[src/cpi_cfg.svh]
// constants of the control panel interface: codes, fields, levels and timing
`ifndef CPI_CFG_SVH
`define CPI_CFG_SVH

// ----------------------------------------------------------------
// serial link timing
// ----------------------------------------------------------------
`define CPI_CLK_HZ 50000000
`define CPI_BAUD 4800
`define CPI_BIT_CYCLES ((`CPI_CLK_HZ + `CPI_BAUD / 2) / `CPI_BAUD)
`define CPI_TMR_W 14
`define CPI_DATA_BITS 4'h8
`define CPI_FRAME_BITS 4'hA

// ----------------------------------------------------------------
// command bytes, panel to host
// ----------------------------------------------------------------
`define CPI_CMD_HI 4'h4
`define CPI_CMD_MASTER_CLEAR 8'h40
`define CPI_CMD_LOAD_REGISTER 8'h41
`define CPI_CMD_READ_REGISTER 8'h42
`define CPI_CMD_READ_STATUS 8'h43
`define CPI_CMD_LOAD_LOADER 8'h44
`define CPI_CMD_LOAD_MEMORY 8'h45
`define CPI_CMD_INTERRUPT 8'h46
`define CPI_CMD_READ_MEMORY 8'h47
`define CPI_CMD_LOAD_ADDRESS 8'h48
`define CPI_CMD_READ_ADDRESS 8'h4A
`define CPI_CMD_RUN 8'h4B
`define CPI_CMD_LOAD_MEMORY_SECOND 8'h55
`define CPI_CMD_READ_MEMORY_SECOND 8'h57

// ----------------------------------------------------------------
// digit bytes and replies
// ----------------------------------------------------------------
`define CPI_DIG_REG_HI 4'h3
`define CPI_DIG_MEM_HI 4'hB
`define CPI_DIGITS_REG_LOAD 3'h5
`define CPI_DIGITS_REG_ADDR 3'h1
`define CPI_DIGITS_WORD 3'h4
`define CPI_DIGITS_MEM_ADDR 3'h5
`define CPI_REPLY_NOT_RUNNING 8'h40
`define CPI_REPLY_RUNNING 8'h41

// ----------------------------------------------------------------
// status word, levels, addresses
// ----------------------------------------------------------------
`define CPI_PSW_PL_LSB 0
`define CPI_PSW_PL_W 6
`define CPI_PSW_CR_LSB 6
`define CPI_PSW_ENB_BIT 8
`define CPI_PSW_USER_BIT 15
`define CPI_LEVEL_POWER 6'h00
`define CPI_LEVEL_RESTART 6'h00
`define CPI_LEVEL_PANEL 6'h03
`define CPI_LEVEL_PLANNED_OFF 6'h04
`define CPI_LEVEL_LOADER 6'h3F
`define CPI_LOADER_FIRST 16'h0000
`define CPI_LOADER_LAST 16'h01FE
`define CPI_LOADER_PARAM_FIRST 16'h01E0
`define CPI_LOADER_PARAM_LAST 16'h01EF
`define CPI_RESTART_ADDR 16'h0000
`define CPI_EXT_PANEL_ADDR 8'hF6

// ----------------------------------------------------------------
// status buffer source bits
// ----------------------------------------------------------------
`define CPI_SRC_SERIAL 0
`define CPI_SRC_RUN 1
`define CPI_SRC_OFF 2
`define CPI_SRC_POWER 3

`endif

[src/cpi_pkg.sv]
// types of the control panel interface
package cpi_pkg;

	// receiver states
	typedef enum logic [3:0] {
		RX_IDLE = 4'h1,
		RX_START = 4'h2,
		RX_DATA = 4'h4,
		RX_STOP = 4'h8
	} cpi_rx_e;

	// transmitter states
	typedef enum logic [1:0] {
		TX_IDLE = 2'h1,
		TX_SHIFT = 2'h2
	} cpi_tx_e;

	// command interpreter states
	typedef enum logic [3:0] {
		CT_CMD = 4'h1,
		CT_COLLECT = 4'h2,
		CT_WAIT = 4'h4,
		CT_SEND = 4'h8
	} cpi_ctl_e;

endpackage

[src/cpi_sync.sv]
// two-stage synchroniser for a group of pin inputs
`timescale 1ns/1ns
module cpi_sync #(
	parameter int W = 1,
	parameter logic [W-1:0] INIT = '0
) (
	input wire logic i_clk_sys,
	input wire logic i_rst,
	input wire logic i_ce,
	input wire logic [W-1:0] i_async,
	output logic [W-1:0] o_sync
);
	logic [W-1:0] meta_q;
	logic [W-1:0] sync_q;

	// first stage feeds only the second, nothing else looks at it
	always_ff @(posedge i_clk_sys) begin
		if (i_rst) begin
			meta_q <= INIT;
			sync_q <= INIT;
		end else if (i_ce) begin
			meta_q <= i_async;
			sync_q <= meta_q;
		end
	end

	assign o_sync = sync_q;
endmodule

[src/cpi_panel_if.sv]
// control panel interface: serial panel interpreter, operator panel lines, power-up and shutdown
//
// Operation
// - serial link at 4.8 kbaud, one line each way
// - start bit raises a firmware interrupt
// - interrupt source kept in a status buffer
// - timer samples each incoming bit, then decode
// - replies sent on host-to-panel line; panel reset
// - lock ignores all commands except interrupt
// - decode 40-4F, 55 and 57 command bytes
// - register address and data digits as 3x
// - memory address digits as five Bx bytes
// - reply 40 idle, 41 running
// - read status returns the status word
// - load loader sets level 63, flags cleared
// - interrupt command raises level 3
// - operator panel external register at F6
// - run request interrupts and starts loader
// - power-good rise gives level 0, tests restart
// - restart: system clear, level 00, branch 0, run
// - planned off while running raises level 4
// - planned off while idle drives software off
// - tick enable gates the clock tick
// - power-up without lock or restart request goes idle, else reload/restart
// - level 3 vectors through address 0006
`timescale 1ns/1ns
`include "cpi_cfg.svh"
module cpi_panel_if
	import cpi_pkg::*;
#(
	parameter int BIT_CYCLES = `CPI_BIT_CYCLES
) (
	input wire logic i_clk_sys,
	input wire logic i_rst,
	input wire logic i_ce,
	input wire logic i_serial_panel_to_host,
	output logic o_serial_host_to_panel,
	output logic o_handheld_panel_reset,
	input wire logic i_lock,
	input wire logic i_rtc_tick,
	input wire logic i_rtc_tick_enable,
	output logic o_rtc_tick,
	input wire logic i_run_request_n,
	input wire logic i_restart_request,
	input wire logic i_planned_off_request_n,
	input wire logic i_power_good_monitor,
	input wire logic i_memory_retained,
	output logic o_system_clear_n,
	output logic o_software_off_n,
	input wire logic [5:0] i_operator_panel_data,
	output logic [7:0] o_operator_panel_data,
	input wire logic i_ext_rd,
	input wire logic i_ext_wr,
	input wire logic [7:0] i_ext_addr,
	input wire logic [7:0] i_ext_wdata,
	output logic [7:0] o_ext_rdata,
	output logic o_fw_interrupt,
	output logic [3:0] o_fw_source,
	input wire logic [3:0] i_fw_source_clr,
	output logic o_int_req,
	output logic [5:0] o_int_level,
	output logic [15:0] o_int_vector,
	output logic o_cmd_valid,
	output logic [7:0] o_cmd_code,
	output logic [19:0] o_cmd_operand,
	input wire logic [15:0] i_psw,
	input wire logic i_reply_valid,
	input wire logic [15:0] i_reply_data,
	output logic o_psw_load,
	output logic [15:0] o_psw_value,
	output logic o_loader_load,
	output logic o_auto_restart,
	output logic o_branch,
	output logic [15:0] o_branch_addr,
	output logic o_run_state
);
	localparam logic [`CPI_TMR_W-1:0] BIT_T = `CPI_TMR_W'(BIT_CYCLES - 1);
	localparam logic [`CPI_TMR_W-1:0] HALF_T = `CPI_TMR_W'(BIT_CYCLES / 2 - 1);

	// ----------------------------------------------------------------
	// pin synchronisers
	// ----------------------------------------------------------------
	logic [14:0] pins_s;
	logic ser_s, lock_s, tick_s, tick_en_s, run_n_s, restart_s, pon_n_s, pg_s, retained_s;
	logic [5:0] op_s;

	// idle-high and active-low lines start high so reset makes no false edge
	cpi_sync #(.W(15), .INIT(15'h0051)) u_sync (
		.i_clk_sys(i_clk_sys),
		.i_rst(i_rst),
		.i_ce(i_ce),
		.i_async({i_operator_panel_data, i_memory_retained, i_power_good_monitor, i_planned_off_request_n,
			i_restart_request, i_run_request_n, i_rtc_tick_enable, i_rtc_tick, i_lock, i_serial_panel_to_host}),
		.o_sync(pins_s)
	);
	assign {op_s, retained_s, pg_s, pon_n_s, restart_s, run_n_s, tick_en_s, tick_s, lock_s, ser_s} = pins_s;

	// ----------------------------------------------------------------
	// serial receiver
	// ----------------------------------------------------------------
	cpi_rx_e rx_q, rx_d;
	logic [`CPI_TMR_W-1:0] rx_tmr_q, rx_tmr_d;
	logic [3:0] rx_cnt_q, rx_cnt_d;
	logic [7:0] rx_sh_q, rx_sh_d, rx_byte_q, rx_byte_d;
	logic rx_valid_q, rx_valid_d, rx_start_q, rx_start_d;

	// half a bit after the falling edge, then one bit time per sample
	always_comb begin
		rx_d = rx_q;
		rx_tmr_d = rx_tmr_q;
		rx_cnt_d = rx_cnt_q;
		rx_sh_d = rx_sh_q;
		rx_byte_d = rx_byte_q;
		rx_valid_d = 1'b0;
		rx_start_d = 1'b0;
		unique case (rx_q)
			RX_IDLE: begin
				if (!ser_s) begin
					rx_start_d = 1'b1;
					rx_tmr_d = HALF_T;
					rx_d = RX_START;
				end
			end
			RX_START: begin
				if (rx_tmr_q != '0) begin
					rx_tmr_d = rx_tmr_q - 1'b1;
				end else if (ser_s) begin
					rx_d = RX_IDLE; // a glitch, not a start bit
				end else begin
					rx_tmr_d = BIT_T;
					rx_cnt_d = `CPI_DATA_BITS;
					rx_d = RX_DATA;
				end
			end
			RX_DATA: begin
				if (rx_tmr_q != '0) begin
					rx_tmr_d = rx_tmr_q - 1'b1;
				end else begin
					rx_sh_d = {ser_s, rx_sh_q[7:1]};
					rx_tmr_d = BIT_T;
					rx_cnt_d = rx_cnt_q - 1'b1;
					if (rx_cnt_q == 4'h1) begin
						rx_d = RX_STOP;
					end
				end
			end
			RX_STOP: begin
				if (rx_tmr_q != '0) begin
					rx_tmr_d = rx_tmr_q - 1'b1;
				end else begin
					rx_valid_d = ser_s; // framing error drops the byte
					rx_byte_d = rx_sh_q;
					rx_d = RX_IDLE;
				end
			end
		endcase
	end

	always_ff @(posedge i_clk_sys) begin
		if (i_rst) begin
			rx_q <= RX_IDLE;
			rx_tmr_q <= '0;
			rx_cnt_q <= 4'h0;
			rx_sh_q <= 8'h00;
			rx_byte_q <= 8'h00;
			rx_valid_q <= 1'b0;
			rx_start_q <= 1'b0;
		end else if (i_ce) begin
			rx_q <= rx_d;
			rx_tmr_q <= rx_tmr_d;
			rx_cnt_q <= rx_cnt_d;
			rx_sh_q <= rx_sh_d;
			rx_byte_q <= rx_byte_d;
			rx_valid_q <= rx_valid_d;
			rx_start_q <= rx_start_d;
		end
	end

	// ----------------------------------------------------------------
	// serial transmitter
	// ----------------------------------------------------------------
	cpi_tx_e tx_q, tx_d;
	logic [`CPI_TMR_W-1:0] tx_tmr_q, tx_tmr_d;
	logic [3:0] tx_cnt_q, tx_cnt_d;
	logic [9:0] tx_sh_q, tx_sh_d;
	logic tx_out_q, tx_out_d;
	logic tx_go_q;
	logic [7:0] tx_byte_q;

	// start, data lsb first, stop; the line rests high
	always_comb begin
		tx_d = tx_q;
		tx_tmr_d = tx_tmr_q;
		tx_cnt_d = tx_cnt_q;
		tx_sh_d = tx_sh_q;
		tx_out_d = tx_out_q;
		unique case (tx_q)
			TX_IDLE: begin
				tx_out_d = 1'b1;
				if (tx_go_q) begin
					tx_sh_d = {1'b1, tx_byte_q, 1'b0};
					tx_cnt_d = `CPI_FRAME_BITS;
					tx_tmr_d = '0;
					tx_d = TX_SHIFT;
				end
			end
			TX_SHIFT: begin
				if (tx_tmr_q != '0) begin
					tx_tmr_d = tx_tmr_q - 1'b1;
				end else if (tx_cnt_q == 4'h0) begin
					tx_d = TX_IDLE;
				end else begin
					tx_out_d = tx_sh_q[0];
					tx_sh_d = {1'b1, tx_sh_q[9:1]};
					tx_cnt_d = tx_cnt_q - 1'b1;
					tx_tmr_d = BIT_T;
				end
			end
		endcase
	end

	always_ff @(posedge i_clk_sys) begin
		if (i_rst) begin
			tx_q <= TX_IDLE;
			tx_tmr_q <= '0;
			tx_cnt_q <= 4'h0;
			tx_sh_q <= 10'h3FF;
			tx_out_q <= 1'b1;
		end else if (i_ce) begin
			tx_q <= tx_d;
			tx_tmr_q <= tx_tmr_d;
			tx_cnt_q <= tx_cnt_d;
			tx_sh_q <= tx_sh_d;
			tx_out_q <= tx_out_d;
		end
	end

	// ----------------------------------------------------------------
	// command interpreter and panel events
	// ----------------------------------------------------------------
	cpi_ctl_e ctl_q, ctl_d;
	logic [7:0] cmd_q, cmd_d, tx_byte_d, cmd_code_q, cmd_code_d;
	logic [19:0] acc_q, acc_d, operand_q, operand_d;
	logic [2:0] dig_q, dig_d, send_cnt_q, send_cnt_d;
	logic [3:0] dig_hi_q, dig_hi_d, src_q, src_d, src_set;
	logic [15:0] buf_q, buf_d, psw_val_q, psw_val_d, vec_q, vec_d;
	logic [5:0] lvl_q, lvl_d;
	logic send_run_q, send_run_d, tx_go_d, run_q, run_d, psw_ld_q, psw_ld_d, loader_q, loader_d;
	logic auto_q, auto_d, branch_q, branch_d, clear_n_q, clear_n_d, swoff_n_q, swoff_n_d;
	logic int_q, int_d, cmd_v_q, cmd_v_d, fw_int_q, fw_int_d, hh_rst_q, hh_rst_d;
	logic pg_prev_q, run_prev_q, pon_prev_q, pg_rise, run_fall, pon_fall, known, allowed;

	assign pg_rise = pg_s && !pg_prev_q;
	assign run_fall = !run_n_s && run_prev_q;
	assign pon_fall = !pon_n_s && pon_prev_q;
	assign known = (rx_byte_q[7:4] == `CPI_CMD_HI) || (rx_byte_q == `CPI_CMD_LOAD_MEMORY_SECOND)
		|| (rx_byte_q == `CPI_CMD_READ_MEMORY_SECOND);
	assign allowed = !lock_s || (rx_byte_q == `CPI_CMD_INTERRUPT);

	always_comb begin
		ctl_d = ctl_q;
		cmd_d = cmd_q;
		acc_d = acc_q;
		dig_d = dig_q;
		dig_hi_d = dig_hi_q;
		buf_d = buf_q;
		send_cnt_d = send_cnt_q;
		send_run_d = send_run_q;
		run_d = run_q;
		swoff_n_d = swoff_n_q;
		lvl_d = lvl_q;
		vec_d = vec_q;
		psw_val_d = psw_val_q;
		cmd_code_d = cmd_code_q;
		operand_d = operand_q;
		tx_byte_d = tx_byte_q;
		tx_go_d = 1'b0;
		psw_ld_d = 1'b0;
		loader_d = 1'b0;
		auto_d = 1'b0;
		branch_d = 1'b0;
		clear_n_d = 1'b1;
		int_d = 1'b0;
		cmd_v_d = 1'b0;
		hh_rst_d = 1'b0;
		src_set = {pg_rise, pon_fall, run_fall, rx_start_q};
		src_d = (src_q & ~i_fw_source_clr) | src_set; // set wins over clear
		fw_int_d = |src_set;
		unique case (ctl_q)
			CT_CMD: begin
				if (rx_valid_q && known && allowed) begin
					cmd_d = rx_byte_q;
					acc_d = 20'h00000;
					cmd_code_d = rx_byte_q;
					operand_d = 20'h00000;
					ctl_d = CT_SEND;
					send_run_d = 1'b1;
					case (rx_byte_q)
						`CPI_CMD_LOAD_REGISTER: begin
							dig_d = `CPI_DIGITS_REG_LOAD;
							dig_hi_d = `CPI_DIG_REG_HI;
							ctl_d = CT_COLLECT;
						end
						`CPI_CMD_READ_REGISTER: begin
							dig_d = `CPI_DIGITS_REG_ADDR;
							dig_hi_d = `CPI_DIG_REG_HI;
							ctl_d = CT_COLLECT;
						end
						`CPI_CMD_LOAD_MEMORY, `CPI_CMD_LOAD_MEMORY_SECOND: begin
							dig_d = `CPI_DIGITS_WORD;
							dig_hi_d = `CPI_DIG_REG_HI;
							ctl_d = CT_COLLECT;
						end
						`CPI_CMD_LOAD_ADDRESS: begin
							dig_d = `CPI_DIGITS_MEM_ADDR;
							dig_hi_d = `CPI_DIG_MEM_HI;
							ctl_d = CT_COLLECT;
						end
						`CPI_CMD_READ_MEMORY, `CPI_CMD_READ_MEMORY_SECOND, `CPI_CMD_READ_ADDRESS: begin
							cmd_v_d = 1'b1;
							ctl_d = CT_WAIT;
						end
						`CPI_CMD_READ_STATUS: begin
							buf_d = i_psw;
							send_cnt_d = `CPI_DIGITS_WORD;
							send_run_d = 1'b0;
						end
						default: begin
							cmd_v_d = 1'b1;
						end
					endcase
					if (rx_byte_q == `CPI_CMD_INTERRUPT) begin
						int_d = 1'b1;
						lvl_d = `CPI_LEVEL_PANEL;
					end
					if (rx_byte_q == `CPI_CMD_LOAD_LOADER) begin
						loader_d = 1'b1;
						psw_ld_d = 1'b1;
						psw_val_d = 16'h0000;
						psw_val_d[`CPI_PSW_PL_LSB +: `CPI_PSW_PL_W] = `CPI_LEVEL_LOADER;
					end
					if (rx_byte_q == `CPI_CMD_MASTER_CLEAR) begin
						run_d = 1'b0;
					end
					if (rx_byte_q == `CPI_CMD_RUN) begin
						run_d = 1'b1;
					end
				end
			end
			CT_COLLECT: begin
				if (rx_valid_q) begin
					if (rx_byte_q[7:4] != dig_hi_q) begin
						ctl_d = CT_CMD; // bad digit drops the whole command
					end else begin
						acc_d = {acc_q[15:0], rx_byte_q[3:0]};
						dig_d = dig_q - 1'b1;
						if (dig_q == 3'h1) begin
							cmd_v_d = 1'b1;
							cmd_code_d = cmd_q;
							operand_d = acc_d;
							ctl_d = (cmd_q == `CPI_CMD_READ_REGISTER) ? CT_WAIT : CT_SEND;
						end
					end
				end
			end
			CT_WAIT: begin
				if (i_reply_valid) begin
					buf_d = i_reply_data;
					send_cnt_d = `CPI_DIGITS_WORD;
					send_run_d = 1'b0;
					ctl_d = CT_SEND;
				end
			end
			CT_SEND: begin
				if (tx_q == TX_IDLE && !tx_go_q) begin
					if (send_cnt_q != 3'h0) begin
						tx_go_d = 1'b1;
						tx_byte_d = {`CPI_DIG_REG_HI, buf_q[15:12]};
						buf_d = {buf_q[11:0], 4'h0};
						send_cnt_d = send_cnt_q - 1'b1;
					end else if (send_run_q) begin
						tx_go_d = 1'b1;
						tx_byte_d = run_q ? `CPI_REPLY_RUNNING : `CPI_REPLY_NOT_RUNNING;
						send_run_d = 1'b0;
					end else begin
						ctl_d = CT_CMD;
					end
				end
			end
		endcase
		// operator panel run button starts the loader
		if (run_fall) begin
			loader_d = 1'b1;
			psw_ld_d = 1'b1;
			psw_val_d = 16'h0000;
			psw_val_d[`CPI_PSW_PL_LSB +: `CPI_PSW_PL_W] = `CPI_LEVEL_LOADER;
			run_d = 1'b1;
		end
		// planned off: software decides while running, hardware when idle
		if (pon_fall) begin
			if (run_q) begin
				int_d = 1'b1;
				lvl_d = `CPI_LEVEL_PLANNED_OFF;
			end else begin
				swoff_n_d = 1'b0;
			end
		end
		// power-up start routine has the last word
		if (pg_rise) begin
			int_d = 1'b1;
			lvl_d = `CPI_LEVEL_POWER;
			hh_rst_d = 1'b1;
			if (restart_s) begin
				clear_n_d = 1'b0;
				psw_ld_d = 1'b1;
				psw_val_d = 16'h0000;
				psw_val_d[`CPI_PSW_PL_LSB +: `CPI_PSW_PL_W] = `CPI_LEVEL_RESTART;
				branch_d = 1'b1;
				run_d = 1'b1;
			end else if (!lock_s) begin
				run_d = 1'b0;
			end else if (retained_s) begin
				auto_d = 1'b1;
				run_d = 1'b1;
			end else begin
				loader_d = 1'b1;
				psw_ld_d = 1'b1;
				psw_val_d = 16'h0000;
				psw_val_d[`CPI_PSW_PL_LSB +: `CPI_PSW_PL_W] = `CPI_LEVEL_LOADER;
				run_d = 1'b1;
			end
		end
		vec_d = 16'({lvl_d, 1'b0}); // vector table holds one word per level
	end

	always_ff @(posedge i_clk_sys) begin
		if (i_rst) begin
			ctl_q <= CT_CMD;
			cmd_q <= 8'h00;
			acc_q <= 20'h00000;
			dig_q <= 3'h0;
			dig_hi_q <= 4'h0;
			buf_q <= 16'h0000;
			send_cnt_q <= 3'h0;
			send_run_q <= 1'b0;
			run_q <= 1'b0;
			swoff_n_q <= 1'b1;
			lvl_q <= 6'h00;
			vec_q <= 16'h0000;
			psw_val_q <= 16'h0000;
			cmd_code_q <= 8'h00;
			operand_q <= 20'h00000;
			tx_byte_q <= 8'h00;
			tx_go_q <= 1'b0;
			psw_ld_q <= 1'b0;
			loader_q <= 1'b0;
			auto_q <= 1'b0;
			branch_q <= 1'b0;
			clear_n_q <= 1'b1;
			int_q <= 1'b0;
			cmd_v_q <= 1'b0;
			hh_rst_q <= 1'b0;
			src_q <= 4'h0;
			fw_int_q <= 1'b0;
			pg_prev_q <= 1'b0;
			run_prev_q <= 1'b1;
			pon_prev_q <= 1'b1;
		end else if (i_ce) begin
			ctl_q <= ctl_d;
			cmd_q <= cmd_d;
			acc_q <= acc_d;
			dig_q <= dig_d;
			dig_hi_q <= dig_hi_d;
			buf_q <= buf_d;
			send_cnt_q <= send_cnt_d;
			send_run_q <= send_run_d;
			run_q <= run_d;
			swoff_n_q <= swoff_n_d;
			lvl_q <= lvl_d;
			vec_q <= vec_d;
			psw_val_q <= psw_val_d;
			cmd_code_q <= cmd_code_d;
			operand_q <= operand_d;
			tx_byte_q <= tx_byte_d;
			tx_go_q <= tx_go_d;
			psw_ld_q <= psw_ld_d;
			loader_q <= loader_d;
			auto_q <= auto_d;
			branch_q <= branch_d;
			clear_n_q <= clear_n_d;
			int_q <= int_d;
			cmd_v_q <= cmd_v_d;
			hh_rst_q <= hh_rst_d;
			src_q <= src_d;
			fw_int_q <= fw_int_d;
			pg_prev_q <= pg_s;
			run_prev_q <= run_n_s;
			pon_prev_q <= pon_n_s;
		end
	end

	// ----------------------------------------------------------------
	// operator panel register and clock tick gate
	// ----------------------------------------------------------------
	logic [7:0] op_out_q, op_out_d, rdata_q, rdata_d;
	logic rtc_q, rtc_d;

	always_comb begin
		op_out_d = op_out_q;
		if (i_ext_wr && i_ext_addr == `CPI_EXT_PANEL_ADDR) begin
			op_out_d = i_ext_wdata;
		end
		rdata_d = (i_ext_rd && i_ext_addr == `CPI_EXT_PANEL_ADDR) ? {2'b00, op_s} : 8'h00;
		rtc_d = tick_s && tick_en_s;
	end

	always_ff @(posedge i_clk_sys) begin
		if (i_rst) begin
			op_out_q <= 8'h00;
			rdata_q <= 8'h00;
			rtc_q <= 1'b0;
		end else if (i_ce) begin
			op_out_q <= op_out_d;
			rdata_q <= rdata_d;
			rtc_q <= rtc_d;
		end
	end

	assign o_serial_host_to_panel = tx_out_q;
	assign o_handheld_panel_reset = hh_rst_q;
	assign o_rtc_tick = rtc_q;
	assign o_system_clear_n = clear_n_q;
	assign o_software_off_n = swoff_n_q;
	assign o_operator_panel_data = op_out_q;
	assign o_ext_rdata = rdata_q;
	assign o_fw_interrupt = fw_int_q;
	assign o_fw_source = src_q;
	assign o_int_req = int_q;
	assign o_int_level = lvl_q;
	assign o_int_vector = vec_q;
	assign o_cmd_valid = cmd_v_q;
	assign o_cmd_code = cmd_code_q;
	assign o_cmd_operand = operand_q;
	assign o_psw_load = psw_ld_q;
	assign o_psw_value = psw_val_q;
	assign o_loader_load = loader_q;
	assign o_auto_restart = auto_q;
	assign o_branch = branch_q;
	assign o_branch_addr = `CPI_RESTART_ADDR;
	assign o_run_state = run_q;
endmodule

[config.mk]
export PLATFORM = sky130hd
export DESIGN_NAME = cpi_panel_if
export DESIGN_NICKNAME = d
export VERILOG_FILES = /design/src/cpi_pkg.sv /design/src/cpi_sync.sv /design/src/cpi_panel_if.sv
export VERILOG_INCLUDE_DIRS = /design/src
export SDC_FILE = /design/constraint.sdc
export NUM_CORES = 1
export LEC_CHECK = 0
export ABC_AREA = 1
export BUFFER_PORTS_ARGS = -buffer_cell sky130_fd_sc_hd__buf_2
export CORE_AREA = 3 3 132 185
export DETAILED_ROUTE_END_ITERATION = 7
export DIE_AREA = 0 0 135 188
export GPL_ROUTABILITY_DRIVEN = 0
export PLACE_DENSITY_LB_ADDON = 0.3
export SYNTH_ARGS = -nofsm -noshare
export SYNTH_HDL_FRONTEND = slang
export SYNTH_SLANG_ARGS = --single-unit
[constraint.sdc]
create_clock -name i_clk_sys -period 4.55 [get_ports i_clk_sys]
set_input_delay 0 -clock i_clk_sys [delete_from_list [all_inputs] [get_ports i_clk_sys]]
set_output_delay 0 -clock i_clk_sys [all_outputs]
set_load 0.02 [all_outputs]
==> out/qor.csv <==
metric;value;unit
place_area;12100;um^2
place_hpwl;18200;um
firstDrtPassIters;5;
n_fill_cell;2109;
synth_compound_area_frac;0.128;
critPathMaxFanout;45;
rr_worst_depth;8;
htree_levels;1;
clock-root-buffer;clkbuf_16;
grt_usage;0.214;
hold_viol;0;
synth_most_common_cell;nand2_1;
power;6.47;mW
cp-end-kind;register;
cts_made_buffers;24;
synth_flop_cell;dfxtp_1;
via_per_inst;4.99;
insertion_delay;530;ps
final_antenna_net_count;0;
multi_input_area;5290;um^2
cts_post_setup_buffers_inserted;0;
setup.worst_path.class;reg2reg;
synth_top_area_frac;0.428;
synth-xor-area-share;0.0108;
skew;17.4;ps
critical_path_arrival;2900;ps
antenna_found_initial;0;
synth.distinct_cells;39;
synth_area_per_cell;6.78;um^2
grt_pass1_vias;10100;
synth_edf_count;0;
layout_min_cycle_time;2500;ps
cts.sink_count;243;
ys_seq_area_frac;0.428;
io_buffer_count;159;
ys_top_cells_by_count;nand2_1 (390), nor2_1 (273), dfxtp_1 (243);
syn-instance-count;1678;
start_util;0.494;
rsz0062_at_grt;no;
synth_top_family_by_area;simple AND/OR/NAND/NOR gates;
antennaDiodeCount;0;
fmax;401;MHz
final_util;0.593;
cts.repair.resized;0;
hp-class;in2reg;
ff2ff_setup_slack;2050;ps
start_kind;register;
yosys-top-cells-area;dfxtp_1 (43%), nand2_1 (13%), nor2_1 (9.0%);
fp.dieArea;25400;um^2
yosys.area_share.adder;0.0110;
wl_per_cell;12.8;um
hold_ws;47.4;ps
clockBufferDepth;3;
period_share;0.549;
vdd_drop_max;0.000415;V
fp-row-count;66;
yosysWarnings;0;
status;completed;
clk_pin_slew;70;ps
chipWidth;135;um
relSlewSlack;0.348;
fp.dieH;188;um
fin_tns_setup;0;ps
p_leak;6.39;nW
drive_gt1_frac;0.136;
grt_max_degree;110;
grt_first_pass_wirelength;46700;um
cap_viol_max_count;0;
design_area;13700;um^2
cp.required;4960;ps
synth-simple-area-share;0.306;
synth.mux.area_fraction;0;
synth-async-reset-ratio;0;
post-route-drc-count;0;
totalWireLength;28000;um
syn-cell-area;11400;um^2
min_path_cells;7;
cts_tree;built;
vias;10900;
regArea;4860;um^2
area_delta_synth_final;20.1;%
core;23000;um^2
drt-initial-drc-count;669;
synth-seq-cells;243;
ios;188;
grt_remaining_overflow;0;
nets;1939;
slew_viol_final;0;
worstMarginPinSlew;976;ps
power_density;473;nW/um^2
synth.largest_area_cell;dfxtp_1;
finalSetupViolations;0;
cts_hold_buf;65;
==> layout make-up <==
class | count | share of cell area
sequential | 243 | 0.356
clock buffer | 33 | 0.0515
timing repair buffer | 231 | 0.110
inverter | 193 | 0.0531
clock inverter | 10 | 0.0141
multi-input combinational | 1163 | 0.387
tap | 306 | 0.0280
==> flip-flops by register name (all words and copies together), names as in the netlist, 9 cells and up <==
| name | flops |
|---|---|
| rx_tmr_q | 14 |
| buf_q | 16 |
| u_sync.o_sync | 15 |
| o_cmd_operand | 20 |
| acc_q | 16 |
| u_sync.meta_q | 15 |
| tx_tmr_q | 14 |
| tx_sh_q | 9 |
| o_psw_value | 16 |
==> placed cells by master (no fill, tap or decap), types with 28 or more instances in the layout <==
cell	instances
a21oi_1	114
buf_2	158
conb_1	28
dfxtp_1	243
dlygate4sd3_1	65
inv_1	182
nand2_1	390
nand3_1	97
nor2_1	273
o21ai_0	122
==> per-stage QoR <==
step	std cells	setup slack [ps]
after floorplan	1705	2830
after global placement	2071	2180
after detailed placement	2071	2060
after CTS	2179	2050
after global routing	2179	1770
final	2179	2050
==> metal layers <==
layer,vias to the layer above,part of all wire,global-route usage
met2,303,0.48,0.375
met4,0,0.026,0.0625
met3,71,0.057,0.0346
li1,5598,-,-
met1,4903,0.43,0.270
met5,-,0,0
==> logic make-up (layout without fill, tap and decap cells) <==
logic type	Yosys count	count (layout)
AO/OA/AOI/OAI	275	275
XOR/XNOR	14	14
adder cells (fa/ha/maj)	10	10
buffers and inverters	299	467
flip-flops	243	243
other	1	28
AND/OR/NAND/NOR	836	836
==> path summary, 6_finish.rpt <==
| kind | from | endpoint |
|---|---|---|
| hold / removal | i_ext_addr[3] | o_ext_rdata[0] |
| hold reg to reg | o_psw_value[8] | o_psw_value[8] |
| setup reg to reg | ctl_q[2] | acc_q[10] |
| setup / recovery | ctl_q[2] | acc_q[10] |
==> where the power goes <==
| part | leakage, nW | internal, mW | switching (mW) | total, mW |
|---|---|---|---|---|
| Clock | 0.439 | 1.37 | 0.852 | 2.22 |
| Sequential | 1.98 | 2.39 | 0.132 | 2.53 |
| Combinational | 3.98 | 0.586 | 1.14 | 1.72 |
==> worst max-delay path, cell delays in order, from the launching register on <==
cell,delay [ps]
dfxtp_1,380
nor2_1,80
nand2_1,70
buf_4,370
nor2_1,120
nor3_2,270
nand2_1,620
o21ai_0,390
nor2_1,60
(Power assumes the default switching activity.)
